===== config.mk =====
export PLATFORM = sky130hd
export DESIGN_NAME = paired_timer_32bit
export DESIGN_NICKNAME = d
export VERILOG_FILES = /design/src/hw/paired_timer_pkg.sv /design/src/hw/paired_timer_32bit.sv /design/src/hw/timer_tick.sv
export VERILOG_INCLUDE_DIRS = /design/src /design/src/hw
export SDC_FILE = /design/constraint.sdc
export NUM_CORES = 1
export LEC_CHECK = 0
export ABC_AREA = 0
export BUFFER_PORTS_ARGS = -buffer_cell sky130_fd_sc_hd__buf_2
export CAP_MARGIN = 40
export CORE_ASPECT_RATIO = 1.1
export CORE_MARGIN = 3
export CORE_UTILIZATION = 45
export DETAILED_ROUTE_END_ITERATION = 7
export PLACE_DENSITY = 0.66
export RECOVER_POWER = 50
export SYNTH_ARGS = -nofsm -noshare
export SYNTH_HDL_FRONTEND = slang
export SYNTH_HIERARCHICAL = 1
export SYNTH_SLANG_ARGS = --single-unit

===== constraint.sdc =====
create_clock -name clock -period 8.3 [get_ports clock]
set_input_delay 1.66 -clock clock [delete_from_list [all_inputs] [get_ports clock]]
set_output_delay 1.66 -clock clock [all_outputs]
set_load 0.005 [all_outputs]

===== src/hw/paired_timer_map.svh =====
// Constant map for the paired timer block.
`ifndef PAIRED_TIMER_MAP_SVH
`define PAIRED_TIMER_MAP_SVH
`define CTL_ON_BIT 15
`define CTL_GATE_BIT 6
`define CTL_PS_MSB 5
`define CTL_PS_LSB 4
`define CTL_PAIR_BIT 3
`define CTL_SRC_BIT 1
`define CTL_RESET 16'h0000
`define CNT_RESET 16'h0000
`define PR_RESET 16'hffff
`endif


===== src/hw/paired_timer_pkg.sv =====
// Types shared by the paired timer block.
package paired_timer_pkg;
  typedef logic [15:0] word_t;
  typedef enum logic [1:0] {
    ps_div1,
    ps_div8,
    ps_div64,
    ps_div256
  } prescale_t;
  typedef struct packed {
    logic [7:0] div;
    logic clk_last;
    logic gate_last;
  } tick_state_t;
endpackage


===== src/hw/paired_timer_32bit.sv =====
// Two timer pairs, each two 16-bit timers or one 32-bit timer.
// Functional notes
// - Each pair works as one 32-bit timer or two 16-bit timers.
// - A joined pair is one 32-bit timer or synchronous counter.
// - Split timers keep all 16-bit modes except asynchronous counting.
// - Every 16-bit timer alone is a synchronous timer or counter.
// - Even timer holds the low word, odd timer the high word.
// - When joined, the odd control register is ignored.
// - Joined pair counts from even clock input, gated by even gate.
// - Joined pair flags its match through the odd timer's flag.
// - The 32-bit count is compared with a 32-bit period value.
// - Gated counting, prescaler, and counting through idle or sleep.
// - Only pair A timers feed the capture time base.
// - ADC trigger from joined pairs, else only from odd timers.
// - All four timers can request a DMA transfer.
`timescale 1ns/100ps
`include "paired_timer_map.svh"
module paired_timer_32bit (
  input wire logic clock,
  input wire logic arst_n,
  input wire paired_timer_pkg::word_t timer_a_low_control,
  input wire paired_timer_pkg::word_t timer_a_high_control,
  input wire paired_timer_pkg::word_t timer_b_low_control,
  input wire paired_timer_pkg::word_t timer_b_high_control,
  input wire logic [3:0] period_load,
  input wire paired_timer_pkg::word_t period_data,
  input wire logic [3:0] ext_clk,
  input wire logic [3:0] gate_in,
  output paired_timer_pkg::word_t count_0,
  output paired_timer_pkg::word_t count_1,
  output paired_timer_pkg::word_t count_2,
  output paired_timer_pkg::word_t count_3,
  output logic [3:0] match_flag,
  output logic [3:0] dma_request,
  output logic [1:0] capture_timebase_tick,
  output logic adc_trigger
);
  import paired_timer_pkg::*;

  // ---------------------------------------------------------------
  // State
  // ---------------------------------------------------------------
  typedef struct packed {
    logic [3:0][15:0] cnt;
    logic [3:0][15:0] pr;
    logic [3:0] match;
    logic [3:0] dma;
    logic [1:0] tb;
    logic adc;
  } state_t;

  state_t s_reg;
  state_t s_next;
  logic [3:0] tick;
  logic [3:0][15:0] ctl;

  assign ctl[0] = timer_a_low_control;
  assign ctl[1] = timer_a_high_control;
  assign ctl[2] = timer_b_low_control;
  assign ctl[3] = timer_b_high_control;

  // ---------------------------------------------------------------
  // Tick generators
  // ---------------------------------------------------------------
  // The gate, prescaler and source run off this clock only, so counting
  // continues whatever the core's idle or sleep state.
  genvar g;
  generate
    for (g = 0; g < 4; g++) begin : gen_tick
      timer_tick u_tick (
        .clock(clock),
        .arst_n(arst_n),
        .control(ctl[g]),
        .ext_clk(ext_clk[g]),
        .gate_in(gate_in[g]),
        .tick(tick[g])
      );
    end
  endgenerate

  function automatic logic joined(input logic [15:0] c);
    return c[`CTL_PAIR_BIT];
  endfunction

  // ---------------------------------------------------------------
  // Counting
  // ---------------------------------------------------------------
  logic [31:0] c32;
  logic [31:0] p32;
  logic [3:0] hit;
  always_comb begin
    s_next = s_reg;
    hit = 4'h0;
    c32 = 32'h0;
    p32 = 32'h0;
    for (int i = 0; i < 4; i++) begin
      if (period_load[i]) begin
        s_next.pr[i] = period_data;
      end
    end
    for (int p = 0; p < 2; p++) begin
      if (joined(ctl[2*p])) begin
        // Even control, clock and gate drive the whole pair.
        c32 = {s_reg.cnt[2*p+1], s_reg.cnt[2*p]};
        p32 = {s_reg.pr[2*p+1], s_reg.pr[2*p]};
        if (tick[2*p]) begin
          if (c32 == p32) begin
            c32 = 32'h0;
            hit[2*p+1] = 1'b1;
          end else begin
            c32 = c32 + 32'h1;
          end
          s_next.cnt[2*p] = c32[15:0];
          s_next.cnt[2*p+1] = c32[31:16];
        end
      end else begin
        for (int k = 0; k < 2; k++) begin
          if (tick[2*p+k]) begin
            if (s_reg.cnt[2*p+k] == s_reg.pr[2*p+k]) begin
              s_next.cnt[2*p+k] = 16'h0;
              hit[2*p+k] = 1'b1;
            end else begin
              s_next.cnt[2*p+k] = s_reg.cnt[2*p+k] + 16'h1;
            end
          end
        end
      end
    end
    s_next.match = hit;
    s_next.dma = hit;
    s_next.tb = hit[1:0];
    s_next.adc = hit[1] | hit[3];
  end

  always_ff @(posedge clock or negedge arst_n) begin
    if (!arst_n) begin
      for (int i = 0; i < 4; i++) begin
        s_reg.cnt[i] <= `CNT_RESET;
        s_reg.pr[i] <= `PR_RESET;
      end
      s_reg.match <= 4'h0;
      s_reg.dma <= 4'h0;
      s_reg.tb <= 2'h0;
      s_reg.adc <= 1'b0;
    end else begin
      s_reg <= s_next;
    end
  end

  // ---------------------------------------------------------------
  // Outputs
  // ---------------------------------------------------------------
  assign count_0 = s_reg.cnt[0];
  assign count_1 = s_reg.cnt[1];
  assign count_2 = s_reg.cnt[2];
  assign count_3 = s_reg.cnt[3];
  assign match_flag = s_reg.match;
  assign dma_request = s_reg.dma;
  assign capture_timebase_tick = s_reg.tb;
  assign adc_trigger = s_reg.adc;
endmodule


===== src/hw/timer_tick.sv =====
// Count-enable generator: clock source, gate and prescaler of one timer.
`timescale 1ns/100ps
`include "paired_timer_map.svh"
module timer_tick (
  input wire logic clock,
  input wire logic arst_n,
  input wire logic [15:0] control,
  input wire logic ext_clk,
  input wire logic gate_in,
  output logic tick
);
  import paired_timer_pkg::*;
  tick_state_t st_reg;
  tick_state_t st_next;
  logic raw;
  logic [7:0] lim;
  always_comb begin
    st_next = st_reg;
    st_next.clk_last = ext_clk;
    st_next.gate_last = gate_in;
    unique case (prescale_t'(control[`CTL_PS_MSB:`CTL_PS_LSB]))
      ps_div1: lim = 8'h00;
      ps_div8: lim = 8'h07;
      ps_div64: lim = 8'h3f;
      ps_div256: lim = 8'hff;
    endcase
    if (control[`CTL_SRC_BIT]) begin
      raw = ext_clk && !st_reg.clk_last;
    end else if (control[`CTL_GATE_BIT]) begin
      raw = st_reg.gate_last;
    end else begin
      raw = 1'b1;
    end
    tick = 1'b0;
    if (!control[`CTL_ON_BIT]) begin
      st_next.div = 8'h00;
    end else if (raw) begin
      if (st_reg.div >= lim) begin
        st_next.div = 8'h00;
        tick = 1'b1;
      end else begin
        st_next.div = st_reg.div + 8'h01;
      end
    end
  end
  always_ff @(posedge clock or negedge arst_n) begin
    if (!arst_n) begin
      st_reg <= '0;
    end else begin
      st_reg <= st_next;
    end
  end
endmodule


==> summary.txt <==
Status
  – Status: complete, but fails checks
  – Failing checks: max-capacitance violations, max-slew violations

Route
  – Vias: 7979
  – Post-DRT Antenna Nets: 0
  – DRT iter0 DRCs: 398
  – Total routed wirelength: 24500 µm
  – Routed WL per cell: 17.4 µm
  – Vias per inst: roughly 5.7
  – DRC: 0
  – 1st-pass router iterations: 4

Timing
  – Least-Margin Pin Slew: about 2.6 ns
  – RSZ-0062 raised after global routing: no
  – Number of setup violations in the final report: 0
  – Max_slew headroom: -76.2%
  – Fin Setup TNS: 0 ns
  – F_max: 208 MHz
  – Final min period: about 4.8 ns
  – Final hold vios: 0
  – Final Max Slew Viols: 48
  – Final period utilization: 57.8%
  – Worst hold slack: 0.574 ns
  – Worst clock skew: 0.0146 ns

Clock network
  – CTS H-tree lvls: 4
  – CTS Buf Count: 17
  – Clk pin slew, worst setup/hold paths: 0.07 ns
  – # clock sinks: about 170
  – CTS resizes: 0
  – CTS tree: built
  – Setup Fix Bufs, Post-CTS: 0
  – Clk Latency, worst-skew pair: 0.43 ns
  – Hold Buf Count CTS: 0
  – Max clock buf depth: 2
  – Root buf cell: clkbuf_16

Final layout
  – Final instance area: ~11000 µm²
  – N_diodes: 0
  – Synthesis-to-finish area growth: 7.89%
  – Net count, final: 1222
  – Max reg flops: 64
  – Final core occ: 49.8%
  – Share of layout cells above drive strength 1: 29.3%

Critical path
  – Crit path DAT: 5.10 ns
  – FF-to-FF setup slack: roughly 4.5 ns
  – Critical Path RT: ~8.6 ns
  – Crit path max fanout: 12
  – Type of origin of the critical path: input pin
  – FF-to-FF path depth: 10
  – Crit end category: register
  – Critical path class: input pin to register

Power
  – Lkg Pwr: approximately 0.0049 µW
  – Design Power: 1940 µW
  – PD cells: 169 nW/µm²
  – Max IR drop VDD: ~0.13 mV

Global route
  – Gr ovfl total: 0
  – Pin count of the biggest net entering global routing: 84
  – Initial antenna violation count: 1
  – Total track usage: 19.1%
  – First-pass GRT wire length: 40400 µm
  – Vias in the first global route: 7645

Floorplan
  – Die area: 25500 µm²
  – Die span in y: about 170 µm
  – I/O pin cnt: between 150 and 200
  – Die width: 153 µm
  – Core box area: 23100 µm²
  – Initial core utilization: between 40% and 50%
  – Site Rows: 58

Hold path
  – Hold depth: 1
  – Hold WC Path Type: register to register

Yosys
  – Mean Syn Cell Area: 10.1 µm²
  – FF+latch count, synth: 173
  – Post-synth EDFFs: 0
  – Syn. warnings: 6
  – Sequential fraction of the synthesis area: 41.4%
  – Post-synth cell types: between 70 and 80
  – Mapped Cells: 1058
  – Most used DFF post-synth: dfrtp_1
  – Synth Net Count: 1184
  – Asr flop ratio synth: 100%
  – Synthesized area: roughly 11000 µm²

Placed design
  – Routability cong.: roughly 0.83
  – Port buffer count: 126
  – Post-DP Area: 10900 µm²
  – DP HPWL: 17500 µm

Job
  – Max_cap viols: 1
cells in the mapped netlist, types with 32 or more instances:
cell type  count  area [µm²]
buf_4         75         563
nand4_1       51         319
xor2_1        40         350
ha_1          32         400
nand2_1       86         323
nand3_1       43         215
xnor2_1       61         534
dfrtp_1      109        2730
mux2_2        65         732
a21oi_1       39         195
nor2_1        87         327
dfstp_2       64        1680
cell type report:
cell class / instances / area [µm²]
Clock buffer: 19 / 464
Multi-Input combinational cell: 752 / 5350
Sequential cell: 173 / 4410
Fill cell: 2129 / 11600
Inverter: 20 / 75.1
Timing Repair Buffer: 132 / 668
Clock inverter: 13 / 141
Tap cell: 300 / 375
layer usage:
metal	track usage [%]	vias up	wire (µm)
li1	-	3822	-
met1	26.0	3952	11100
met2	31.3	171	11900
met3	3.85	32	1150
met4	5.35	2	312
met5	0	-	13
worst paths after layout:
check	start	end
hold / removal	count_3[15]$_DFFE_PN0P_	count_3[15]$_DFFE_PN0P_
hold reg to reg	count_3[15]$_DFFE_PN0P_	count_3[15]$_DFFE_PN0P_
setup / recovery	timer_b_low_control[5]	count_2[15]$_DFFE_PN0P_
min in group asynchronous	arst_n	count_3[12]$_DFFE_PN0P_
setup reg to reg	gen_tick[2].u_tick/st_reg[9]$_DFFE_PN0P_	count_2[15]$_DFFE_PN0P_
max in group asynchronous	arst_n	s_reg[18]$_DFFE_PN1P_
stage by stage:
stage | cells | setup WS [ns]
finish | 1409 | 3.50
detailed placement | 1377 | 3.11
global route | 1409 | 3.18
global placement | 1374 | 3.14
CTS | 1409 | 3.54
floorplan | 1058 | 3.97
critical path: stages:
cell and delay, ns:
buf_2 0.12, nand2_1 0.08, ha_1 0.33, and3_2 0.23, nand4b_1 0.48, a211oi_2 0.74
and3_1 0.30, or3b_2 0.52, nor3_1 0.30, nand3_1 0.13, xor2_1 0.15, nor2_1 0.05
cell families after synthesis:
kind of cell / Yosys count / synth area share, %
xor+xnor: 101 / 8.31
fa+ha+maj: 32 / 3.76
simple gates: 394 / 20.4
compound gates: 158 / 10.7
flops: 173 / 41.4
buf+inv: 133 / 8.31
mux: 67 / 7.08
power by group:
| group | switching, µW | internal [µW] | total [µW] |
|---|---|---|---|
| logic | 91.2 | 81.9 | 173 |
| registers | 39.5 | 908 | 947 |
| clock network | 370 | 453 | 823 |
| total | 501 | 1440 | 1940 |
layout by cell type (no fill, tap or decap), types with 5 or more instances in the layout:
cell / n
mux2_2: 64
nand2b_1: 5
nand3_1: 43
a211oi_1: 7
nor4_1: 8
buf_4: 5
a21oi_1: 39
o31ai_1: 5
nand2_1: 86
buf_2: 117
o21a_1: 5
dfrtp_1: 109
a22oi_1: 5
or3_1: 6
nor3_1: 18
dfstp_2: 64
and3_1: 17
a31oi_1: 18
clkbuf_1: 9
clkinv_1: 5
nor2_1: 87
and4_1: 6
a2bb2oi_1: 5
clkbuf_16: 18
nand4_1: 51
xnor2_1: 61
xor2_1: 40
inv_1: 15
a21o_1: 7
inv_8: 5
nor4b_1: 9
o21ai_0: 22
ha_1: 32
o21bai_1: 5
nand3b_1: 6
o211ai_1: 14
nor4_2: 5
(Power assumes the default switching activity.)
